**config.mk**
```make
export PLATFORM = sky130hd
export DESIGN_NAME = freq_locked_loop_config
export DESIGN_NICKNAME = d
export VERILOG_FILES = /design/src/fll_pkg.sv /design/src/rate_divider.sv /design/src/freq_locked_loop_config.sv
export VERILOG_INCLUDE_DIRS = /design/src
export SDC_FILE = /design/constraint.sdc
export NUM_CORES = 1
export LEC_CHECK = 0
export BUFFER_PORTS_ARGS = -buffer_cell sky130_fd_sc_hd__buf_2
export CELL_PAD_IN_SITES_DETAIL_PLACEMENT = 0
export CELL_PAD_IN_SITES_GLOBAL_PLACEMENT = 2
export CORE_MARGIN = 10
export CORE_UTILIZATION = 31
export CTS_CLUSTER_DIAMETER = 100
export CTS_CLUSTER_SIZE = 30
export DETAILED_ROUTE_END_ITERATION = 10
export GPL_ROUTABILITY_DRIVEN = 0
export MAX_ROUTING_LAYER = met4
export PLACE_DENSITY = 0.9
export REMOVE_ABC_BUFFERS = 1
export SLEW_MARGIN = 5
export SYNTH_ARGS = -nofsm -noshare
export SYNTH_HDL_FRONTEND = slang
export SYNTH_SLANG_ARGS = --single-unit
```
**constraint.sdc**
```tcl
create_clock -name clock -period 2.3 [get_ports clock]
set_input_delay 0.46 -clock clock [delete_from_list [all_inputs] [get_ports clock]]
set_output_delay 0.46 -clock clock [all_outputs]
set_load 0.05 [all_outputs]
```
**src/fll_defines.svh**
```systemverilog
`ifndef FLL_DEFINES_SVH
`define FLL_DEFINES_SVH

// ============================================================
// Register indexes (byte address is four times the index)
`define IDX_MODE_ENABLE 8'h74
`define IDX_DIVIDER 8'h75
`define IDX_FRACTION 8'h76
`define IDX_INTEGER_GAIN 8'h77
`define IDX_STATUS 8'h80

// ============================================================
// Field positions
`define FRACTION_SELECT_BIT 2
`define OSC_ENABLE_BIT 1
`define LOOP_ENABLE_BIT 0
`define OUTDIV_HI 13
`define OUTDIV_LO 8
`define CTRL_RATE_HI 6
`define CTRL_RATE_LO 4
`define RATIO_HI 2
`define RATIO_LO 0
`define INT_MULT_HI 14
`define INT_MULT_LO 5
`define GAIN_HI 3
`define GAIN_LO 0

// ============================================================
// Writable bit masks
`define MASK_MODE_ENABLE 16'h0007
`define MASK_DIVIDER 16'h3F77
`define MASK_FRACTION 16'hFFFF
`define MASK_INTEGER_GAIN 16'h7FEF

// ============================================================
// Reset values
`define RST_MODE_ENABLE 16'h0000
`define RST_DIVIDER 16'h0007
`define RST_FRACTION 16'h0000
`define RST_INTEGER_GAIN 16'h2EE0

// ============================================================
// Limits
`define OUTDIV_MIN_CODE 6'h03
`define GAIN_MAX_CODE 4'h8

`endif

```
**src/fll_pkg.sv**
```systemverilog
package fll_pkg;

  // ============================================================
  // Configuration handed to the analogue loop
  typedef struct packed {
    logic fractionSelect;
    logic oscEnable;
    logic loopEnable;
    logic [4:0] ratioDivide;
    logic [9:0] intMultiplier;
    logic [15:0] fracMultiplier;
    logic [3:0] gainShift;
  } loop_cfg_s;

  // ============================================================
  // State of the rate divider
  typedef struct packed {
    logic [5:0] cnt;
    logic tick;
    logic level;
  } div_state_s;

  // ============================================================
  // State of the configuration block
  typedef struct packed {
    logic [15:0] modeEnable;
    logic [15:0] divider;
    logic [15:0] fraction;
    logic [15:0] intGain;
    logic ack;
    logic [31:0] rdata;
    logic [4:0] ratio;
    logic [3:0] shift;
    logic signed [23:0] scaled;
  } cfg_state_s;

endpackage

```
**src/rate_divider.sv**
```systemverilog
`timescale 1ns/1ps

module rate_divider (
  input wire logic clock,
  input wire logic rst_n,
  input wire logic en,
  input wire logic [5:0] limit,
  output logic tick,
  output logic level
);

  fll_pkg::div_state_s st_r;
  fll_pkg::div_state_s st_nxt;

  // ============================================================
  // Counts limit+1 cycles per tick; level high for the first half
  always_comb begin
    st_nxt = st_r;
    if (!en) begin
      st_nxt.cnt = 6'h00;
      st_nxt.tick = 1'b0;
      st_nxt.level = 1'b0;
    end else begin
      // A lowered limit restarts the count instead of wrapping past 63
      st_nxt.tick = (st_r.cnt >= limit);
      st_nxt.cnt = (st_r.cnt >= limit) ? 6'h00 : st_r.cnt + 6'h01;
      st_nxt.level = (st_r.cnt < limit[5:1] + 6'h01);
    end
  end

  always_ff @(posedge clock) begin
    if (!rst_n) begin
      st_r <= '0;
    end else begin
      st_r <= st_nxt;
    end
  end

  assign tick = st_r.tick;
  assign level = st_r.level;

  // ============================================================
  // Checks
  property p_idle_no_tick;
    @(posedge clock) disable iff (!rst_n) !en |=> !tick;
  endproperty
  a_idle_no_tick: assert property (p_idle_no_tick)
    else $error("divider ticked while disabled");

  property p_div4_period;
    @(posedge clock) disable iff (!rst_n || !en)
      (tick && limit == 6'h03) ##1 (limit == 6'h03) [*3] |=>
        (tick && !$past(tick) && !$past(tick, 2) && !$past(tick, 3));
  endproperty
  a_div4_period: assert property (p_div4_period)
    else $error("divide-by-4 period wrong");

endmodule // rate_divider

```
**src/freq_locked_loop_config.sv**
```systemverilog
// Added by the designer: the Wishbone slave port.
`timescale 1ns/1ps
`include "fll_defines.svh"

// Function
// Fraction-select bit 2 picks integer (0) or fractional (1) loop mode.
// Oscillator-enable bit 1 turns the free-running loop oscillator on.
// Software sets oscillator enable before loop enable; bit 0 runs loop.
// Output clock is oscillator divided by output-divider code plus one.
// Control block runs at oscillator rate over rate field plus one.
// Ratio field 2:0 resets 111 and divides by 1, 2, 4, 8, 16.
// Software uses ratio code 100 for references below 64kHz.
// Bits 15:0 are the fractional multiplier, top bit weighs one half.
// Bits 14:5 are the integer multiplier, reset 01_0111_0111.
// Loop error is scaled by two to the gain code, up to 256.
// Software keeps the predivided reference at or below 13.5MHz.
// Reserved divider codes and a clear loop enable hold output still.
module freq_locked_loop_config (
  input wire logic clock,
  input wire logic rst_n,
  input wire logic cyc_i,
  input wire logic stb_i,
  input wire logic we_i,
  input wire logic [31:0] adr_i,
  input wire logic [31:0] dat_i,
  input wire logic [3:0] sel_i,
  output logic [31:0] dat_o,
  output logic ack_o,
  input wire logic signed [15:0] loopError,
  output logic signed [23:0] scaledError,
  output fll_pkg::loop_cfg_s loopCfg,
  output logic outClockTick,
  output logic outClockLevel,
  output logic ctrlBlockTick
);

  localparam fll_pkg::cfg_state_s RESET_STATE = '{
    modeEnable: `RST_MODE_ENABLE,
    divider: `RST_DIVIDER,
    fraction: `RST_FRACTION,
    intGain: `RST_INTEGER_GAIN,
    ack: 1'b0,
    rdata: 32'h00000000,
    ratio: 5'h10,
    shift: 4'h0,
    scaled: 24'sh000000
  };

  fll_pkg::cfg_state_s st_r;
  fll_pkg::cfg_state_s st_nxt;

  logic [5:0] outDivCode;
  logic [2:0] ctrlRateCode;
  logic [2:0] ratioCode;
  logic [3:0] gainCode;
  logic outDivValid;
  logic outDivEn;
  logic ctrlEn;
  logic request;
  logic [15:0] statusWord;

  assign outDivCode = st_r.divider[`OUTDIV_HI:`OUTDIV_LO];
  assign ctrlRateCode = st_r.divider[`CTRL_RATE_HI:`CTRL_RATE_LO];
  assign ratioCode = st_r.divider[`RATIO_HI:`RATIO_LO];
  assign gainCode = st_r.intGain[`GAIN_HI:`GAIN_LO];
  assign outDivValid = (outDivCode >= `OUTDIV_MIN_CODE);
  assign request = cyc_i && stb_i && !st_r.ack;

  // ============================================================
  // Register merge under byte enables
  function automatic logic [15:0] merge(input logic [15:0] old,
                                        input logic [31:0] d,
                                        input logic [3:0] sel,
                                        input logic [15:0] mask);
    logic [15:0] m;
    m = {sel[1] ? d[15:8] : old[15:8], sel[0] ? d[7:0] : old[7:0]};
    return m & mask;
  endfunction

  // ============================================================
  // Bus slave and derived settings
  always_comb begin
    st_nxt = st_r;
    st_nxt.ack = request;
    st_nxt.rdata = 32'h00000000;
    if (request) begin
      unique case (adr_i)
        {22'h000000, `IDX_MODE_ENABLE, 2'b00}: begin
          st_nxt.rdata = {16'h0000, st_r.modeEnable};
          if (we_i) begin
            st_nxt.modeEnable = merge(st_r.modeEnable, dat_i, sel_i,
                                      `MASK_MODE_ENABLE);
          end
        end
        {22'h000000, `IDX_DIVIDER, 2'b00}: begin
          st_nxt.rdata = {16'h0000, st_r.divider};
          if (we_i) begin
            st_nxt.divider = merge(st_r.divider, dat_i, sel_i,
                                   `MASK_DIVIDER);
          end
        end
        {22'h000000, `IDX_FRACTION, 2'b00}: begin
          st_nxt.rdata = {16'h0000, st_r.fraction};
          if (we_i) begin
            st_nxt.fraction = merge(st_r.fraction, dat_i, sel_i,
                                    `MASK_FRACTION);
          end
        end
        {22'h000000, `IDX_INTEGER_GAIN, 2'b00}: begin
          st_nxt.rdata = {16'h0000, st_r.intGain};
          if (we_i) begin
            st_nxt.intGain = merge(st_r.intGain, dat_i, sel_i,
                                   `MASK_INTEGER_GAIN);
          end
        end
        {22'h000000, `IDX_STATUS, 2'b00}: begin
          st_nxt.rdata = {16'h0000, statusWord};
        end
        default: begin
          st_nxt.rdata = 32'h00000000;
        end
      endcase
    end
    // Ratio divide: 000..011 power of two, any 1XX gives 16
    if (ratioCode[2]) begin
      st_nxt.ratio = 5'h10;
    end else begin
      st_nxt.ratio = 5'(5'h01 << ratioCode[1:0]);
    end
    // Codes above 1000 are unsupported; clamp at x256
    st_nxt.shift = (gainCode > `GAIN_MAX_CODE) ? `GAIN_MAX_CODE
                                               : gainCode;
    st_nxt.scaled = 24'(24'(loopError) <<< st_r.shift);
  end

  always_ff @(posedge clock) begin
    if (!rst_n) begin
      st_r <= RESET_STATE;
    end else begin
      st_r <= st_nxt;
    end
  end

  // ============================================================
  // Status view: loop active, reserved divider code, output level
  assign statusWord = {13'h0000, outClockLevel, !outDivValid,
                       st_r.modeEnable[`LOOP_ENABLE_BIT]};

  // ============================================================
  // Configuration outputs
  always_comb begin
    loopCfg.fractionSelect = st_r.modeEnable[`FRACTION_SELECT_BIT];
    loopCfg.oscEnable = st_r.modeEnable[`OSC_ENABLE_BIT];
    loopCfg.loopEnable = st_r.modeEnable[`LOOP_ENABLE_BIT];
    loopCfg.ratioDivide = st_r.ratio;
    loopCfg.intMultiplier = st_r.intGain[`INT_MULT_HI:`INT_MULT_LO];
    // Integer mode ignores the fractional part
    loopCfg.fracMultiplier = loopCfg.fractionSelect
                             ? st_r.fraction : 16'h0000;
    loopCfg.gainShift = st_r.shift;
  end

  assign dat_o = st_r.rdata;
  assign ack_o = st_r.ack;
  assign scaledError = st_r.scaled;

  // ============================================================
  // Output and control-block dividers
  assign outDivEn = st_r.modeEnable[`LOOP_ENABLE_BIT] && outDivValid;
  assign ctrlEn = st_r.modeEnable[`LOOP_ENABLE_BIT];

  rate_divider outDiv (
    .clock(clock),
    .rst_n(rst_n),
    .en(outDivEn),
    .limit(outDivCode),
    .tick(outClockTick),
    .level(outClockLevel)
  );

  rate_divider ctrlDiv (
    .clock(clock),
    .rst_n(rst_n),
    .en(ctrlEn),
    .limit({3'b000, ctrlRateCode}),
    .tick(ctrlBlockTick),
    .level()
  );

  // ============================================================
  // Checks
  property p_ack_next;
    @(posedge clock) disable iff (!rst_n)
      (cyc_i && stb_i && !ack_o) |=> ack_o;
  endproperty
  a_ack_next: assert property (p_ack_next)
    else $error("no ack one cycle after request");

  property p_ack_single;
    @(posedge clock) disable iff (!rst_n) ack_o |=> !ack_o;
  endproperty
  a_ack_single: assert property (p_ack_single)
    else $error("ack held longer than one cycle");

  property p_enable_write;
    @(posedge clock) disable iff (!rst_n)
      (request && we_i && sel_i[0] &&
       adr_i == {22'h000000, `IDX_MODE_ENABLE, 2'b00})
      |=> (loopCfg.loopEnable == $past(dat_i[0]) &&
           loopCfg.oscEnable == $past(dat_i[1]) &&
           loopCfg.fractionSelect == $past(dat_i[2]));
  endproperty
  a_enable_write: assert property (p_enable_write)
    else $error("mode write not applied");

  property p_integer_mode;
    @(posedge clock) disable iff (!rst_n)
      !loopCfg.fractionSelect |-> loopCfg.fracMultiplier == 16'h0000;
  endproperty
  a_integer_mode: assert property (p_integer_mode)
    else $error("fraction used in integer mode");

  property p_loop_off_quiet;
    @(posedge clock) disable iff (!rst_n)
      !loopCfg.loopEnable |=> (!outClockTick && !ctrlBlockTick);
  endproperty
  a_loop_off_quiet: assert property (p_loop_off_quiet)
    else $error("divider ran with loop disabled");

  property p_reserved_quiet;
    @(posedge clock) disable iff (!rst_n)
      (outDivCode < `OUTDIV_MIN_CODE) |=> !outClockTick;
  endproperty
  a_reserved_quiet: assert property (p_reserved_quiet)
    else $error("output ticked on reserved code");

  property p_ratio_decode;
    @(posedge clock) disable iff (!rst_n)
      $stable(ratioCode) |=>
        loopCfg.ratioDivide == ($past(ratioCode[2]) ? 5'h10 :
                                5'(5'h01 << $past(ratioCode[1:0])));
  endproperty
  a_ratio_decode: assert property (p_ratio_decode)
    else $error("ratio divide decode wrong");

  property p_ctrl_every_cycle;
    @(posedge clock) disable iff (!rst_n)
      (ctrlEn && ctrlRateCode == 3'h0) [*2] |=> ctrlBlockTick;
  endproperty
  a_ctrl_every_cycle: assert property (p_ctrl_every_cycle)
    else $error("control block not at full rate");

  property p_reset_values;
    @(posedge clock) !rst_n |=>
      (ratioCode == 3'h7 && loopCfg.intMultiplier == 10'h177 &&
       !loopCfg.loopEnable);
  endproperty
  a_reset_values: assert property (p_reset_values)
    else $error("reset values wrong");

  property p_gain_scale;
    @(posedge clock) disable iff (!rst_n)
      $stable(gainCode) && gainCode <= `GAIN_MAX_CODE |=>
        ##1 scaledError == 24'(24'($past(loopError)) <<< $past(gainCode, 2));
  endproperty
  a_gain_scale: assert property (p_gain_scale)
    else $error("error gain scaling wrong");

  c_mode_write: cover property (@(posedge clock) disable iff (!rst_n)
    request && we_i && adr_i == {22'h000000, `IDX_MODE_ENABLE, 2'b00});
  c_out_tick: cover property (@(posedge clock) disable iff (!rst_n)
    outClockTick);
  c_reserved: cover property (@(posedge clock) disable iff (!rst_n)
    loopCfg.loopEnable && !outDivValid);
  c_gain_max: cover property (@(posedge clock) disable iff (!rst_n)
    st_r.shift == `GAIN_MAX_CODE);

endmodule // freq_locked_loop_config

```
==> impl_summary.txt <==
----------------------------------------------------
[Power]
  Cell area power density ... 586 mW/mm²
  Maximum vdd ir drop ... approximately 320 µV
  Leakage power ... 0.00298 µW
  Final Power ... around 4000 µW

[CTS]
  Bufs on Longest Clock Path ... 2
  Clock transition time at the flip-flop clock pins of the worst setup and hold paths ... around 80 ps
  Clock tree root buffer cell ... sky130_fd_sc_hd__clkbuf_16
  Clock latency reported for the late side of the worst-skew pair ... 360 ps
  Post-CTS Hold Buffers ... 0
  TritonCTS Sinks ... between 100 and 150
  Post_cts resized ... 0
  Clock tree from TritonCTS ... done
  Number of CTS-inserted buffers ... 9
  Buffers inserted by post-CTS timing repair ... 0
  Maximum level of the CTS H-tree ... 3

[Setup path]
  Worst Setup SP ... ack_o
  Type of the setup path with the least slack ... flop to flop
  R2r worst-path depth ... 4
  Worst endpoint required time ... 2560 ps
  Critical path's slowest cell ... sky130_fd_sc_hd__or4_4
  Worst-path maximum fanout ... 13
  Delay-heaviest family, CP ... simple AND/OR/NAND/NOR gates
  Cells along the critical path ... and3b_1, nand2_1, or4_4, nor3b_1
  Data arrival time at the worst-slack endpoint ... approximately 2200 ps
  Setup slack, reg-to-reg ... roughly 420 ps
  Critical path buffer and inverter count ... 0
  Reg-to-reg startpoint ... ack_o
  Nature of the critical path endpoint ... flop
  CP peak stage delay ... between 600 and 700 ps
  RR Endpoint ... dat_o[3]
  Launching element type of the critical path ... flop

[Run]
  Max-cap violations ... 0

[Synth]
  Number of flops mapped to enable cells by yosys ... 0
  Warning count from the yosys run ... 0
  Leading register cell type out of synthesis ... sky130_fd_sc_hd__dfxtp_1
  Mapped cell area ... ~0.0059 mm²
  Register area share after synthesis ... 37.2%
  Fraction of synthesized area in multiplexers ... between 10% and 20%
  Synth async-reset ratio ... 0%
  Combinational family with the most area after synthesis ... simple AND/OR/NAND/NOR gates
  Number of flip-flops and latches in the synthesized netlist ... 110
  Netlist cell types ... 52
  Share of the synthesized area in compound gates (AO/OA/AOI/OAI) ... between 6 and 7%
  Simple-gate area share of the yosys netlist ... between 20% and 30%
  Number of instances in the synthesized netlist ... between 600 and 700
  Avg Cell Area, Syn ... 9.65 µm²
  Post-Synth Adder-Cell Area ... roughly 3.6%
  Fraction of synthesized cell area in xor and xnor cells ... under 10%

[Placement]
  Count of buffers from port buffering ... around 150
  Post-detail-place hpwl ... approximately 13 mm
  Post-place setup slack ... about 160 ps
  Cell area after placement ... 0.00658 mm²

[Drt]
  Antenna-violating nets left ... 0
  Post-detailed-route wirelength per cell ... between 15 and 20 µm
  Total via count after detailed routing ... between 4000 and 5000
  Routed WL ... about 16 mm
  TritonRoute pass-1 iters ... 4
  1st-iter DRT viols ... roughly 220
  DRC errors left ... 0
  Avg Vias per Cell ... between 4 and 5

[Timing]
  Setup repair after global routing missed its margin ... no
  Finish-stage setup viols ... 0
  Number of hold violations in the final report ... 0
  Post-Route Skew ... 11.9 ps
  Count of pins over their slew limit ... 0
  Relative max-transition margin ... 58.8%
  Fin crit period ... roughly 1900 ps
  Fin Setup TNS ... 0 ps
  Post-layout worst setup margin ... 416 ps
  Max Freq ... 531 MHz
  Slew at the pin with the worst max-slew slack ... 618 ps
  Post-route fraction of the period consumed by the critical path ... about 82%

[Finish]
  Most common cell after layout, fill and taps aside ... sky130_fd_sc_hd__buf_2
  Area Overhead vs Synth ... 16.5%
  Final instance area ... around 0.0069 mm²
  Most used cells in the layout excluding fill and tap cells ... 152 x sky130_fd_sc_hd__buf_2, 110 x sky130_fd_sc_hd__dfxtp_1, 68 x sky130_fd_sc_hd__nand2_1
  N_diodes ... 0
  Layout Utilization ... about 37%
  Final-stage net count ... 823
  Ratio of cells with drive above 1 in the final layout ... roughly a third

[Global routing]
  Global-route usage over all layers ... approximately an eighth
  Antenna violations before repair ... 0
  GRT overflow ... 0
  Vias in the first global route ... about 4500
  First-pass GRT wire length ... 25.0 mm
  Maximum number of pins on one net before global-route repair ... 35

[Worst hold path]
  Start point of the worst hold path ... dat_i[7]
  Number of cells on the worst hold path ... 3
  Hold EP ... st_r[89]
  Class of the tightest hold or removal check ... primary input to flop

[Floorplan]
  FP Rows ... 50
  Initial core utilization ... between 30% and 40%
  Floorplan die width ... between 150 and 200 µm
  # IOs ... between 150 and 200
  Core outline area ... around 0.019 mm²
  Die Outline Area ... 0.0250 mm²
  Overall die height ... 158 µm

[Outcome]
  Status ... completed

----------------------------------------------------
==> Yosys cell counts, types with 2 or more instances <==
| cell | n | share of area [%] |
|---|---|---|
| sky130_fd_sc_hd__a221oi_1 | 3 | 0.44 |
| sky130_fd_sc_hd__nand4_4 | 3 | 1.1 |
| sky130_fd_sc_hd__o211ai_1 | 3 | 0.38 |
| sky130_fd_sc_hd__nand2_1 | 68 | 4.3 |
| sky130_fd_sc_hd__nor3_1 | 8 | 0.68 |
| sky130_fd_sc_hd__a2111oi_0 | 3 | 0.44 |
| sky130_fd_sc_hd__dfxtp_1 | 110 | 37 |
| sky130_fd_sc_hd__xnor2_1 | 6 | 0.89 |
| sky130_fd_sc_hd__nor3b_1 | 5 | 0.63 |
| sky130_fd_sc_hd__buf_4 | 78 | 9.9 |
| sky130_fd_sc_hd__clkbuf_1 | 15 | 0.95 |
| sky130_fd_sc_hd__inv_1 | 19 | 1.2 |
| sky130_fd_sc_hd__xor2_1 | 3 | 0.44 |
| sky130_fd_sc_hd__mux2i_1 | 62 | 10 |
| sky130_fd_sc_hd__nand3b_1 | 2 | 0.25 |
| sky130_fd_sc_hd__o22ai_1 | 10 | 1.1 |
| sky130_fd_sc_hd__o2111ai_1 | 2 | 0.30 |
| sky130_fd_sc_hd__buf_2 | 4 | 0.34 |
| sky130_fd_sc_hd__a22oi_1 | 8 | 1.0 |
| sky130_fd_sc_hd__o21ai_0 | 3 | 0.25 |
| sky130_fd_sc_hd__nor2_1 | 54 | 3.4 |
| sky130_fd_sc_hd__mux4_2 | 12 | 4.6 |
| sky130_fd_sc_hd__a22o_1 | 3 | 0.44 |
| sky130_fd_sc_hd__nand3_1 | 10 | 0.84 |
| sky130_fd_sc_hd__nor4_1 | 4 | 0.42 |
| sky130_fd_sc_hd__a21o_1 | 3 | 0.38 |
| sky130_fd_sc_hd__and3_1 | 4 | 0.42 |
| sky130_fd_sc_hd__a21oi_1 | 10 | 0.84 |
| sky130_fd_sc_hd__nor4_4 | 10 | 3.6 |
| sky130_fd_sc_hd__mux2_2 | 12 | 2.3 |
| sky130_fd_sc_hd__ha_1 | 17 | 3.6 |
| sky130_fd_sc_hd__or2_2 | 2 | 0.21 |
| sky130_fd_sc_hd__nand2b_1 | 5 | 0.53 |
| sky130_fd_sc_hd__and2_1 | 23 | 2.4 |
| sky130_fd_sc_hd__o21a_1 | 7 | 0.89 |
| sky130_fd_sc_hd__buf_1 | 7 | 0.44 |
==> through the flow <==
step                instances  hold slack (ps)
floorplan                 527              430
global placement          940              445
detailed placement        940              459
CTS                       956              351
global route              956              366
finish                    956              368
==> worst register-to-register path, cell delays in order, from the launching register on <==
cell	delay, ps
sky130_fd_sc_hd__dfxtp_1	330
sky130_fd_sc_hd__and3b_1	340
sky130_fd_sc_hd__nand2_1	160
sky130_fd_sc_hd__or4_4	690
sky130_fd_sc_hd__nor3b_1	270
==> worst max-delay path by stage <==
| stage | to | slack [ps] | cells past startpoint |
|---|---|---|---|
| floorplan | scaledError[18] | 50 | 3 |
| global placement | dat_o[1] | 140 | 5 |
| detailed placement | st_r[94] | 160 | 7 |
| CTS | dat_o[3] | 370 | 4 |
| global route | dat_o[3] | 300 | 4 |
| finish | dat_o[3] | 420 | 4 |
==> sequential cells by signal, indices dropped and copies added (netlist names) <==
signal / count
ctrlRateCode: 3
outDivCode: 6
outDiv.level: 1
scaledError: 24
ctrlDiv.st_r: 6
dat_o: 16
outDiv.st_r: 6
ratioCode: 3
ctrlDiv.tick: 1
gainCode: 4
outDiv.tick: 1
ack_o: 1
st_r: 16
loopCfg: 22
==> report_power, final <==
| part | leakage (µW) | internal, µW | switching [µW] | total (µW) |
|---|---|---|---|---|
| clock network | 0.000157 | 917 | 753 | 1670 |
| logic | 0.00193 | 134 | 309 | 443 |
| registers | 0.000894 | 1930 | 5.01 | 1930 |
| total | 0.00298 | 2980 | 1070 | 4050 |
==> area by class of cell <==
class	instances	area [µm²]
Timing Repair Buffer	179	988
Clock buffer	11	253
Clock inverter	5	65.1
Fill cell	1933	11900
Multi-Input combinational cell	397	3020
Inverter	20	75.1
Sequential cell	110	2200
Tap cell	234	293
==> layer usage <==
layer	vias to the layer above	track usage (%)	share of wire (%)
li1	2241	-	-
met1	2056	16.7	47
met2	165	20.3	44
met3	13	3.69	7.5
met4	0	3.75	1.3
met5	-	-	0
==> kinds of logic after synthesis <==
logic type	after synthesis
muxes	86
buffers and inverters	124
xor gates and xnor gates	9
AOI/OAI and AO/OA	59
adders and majority gates	17
other	1
DFF	110
and+or+nand+nor	208
No activity file was read; power rests on OpenSTA's default activity.
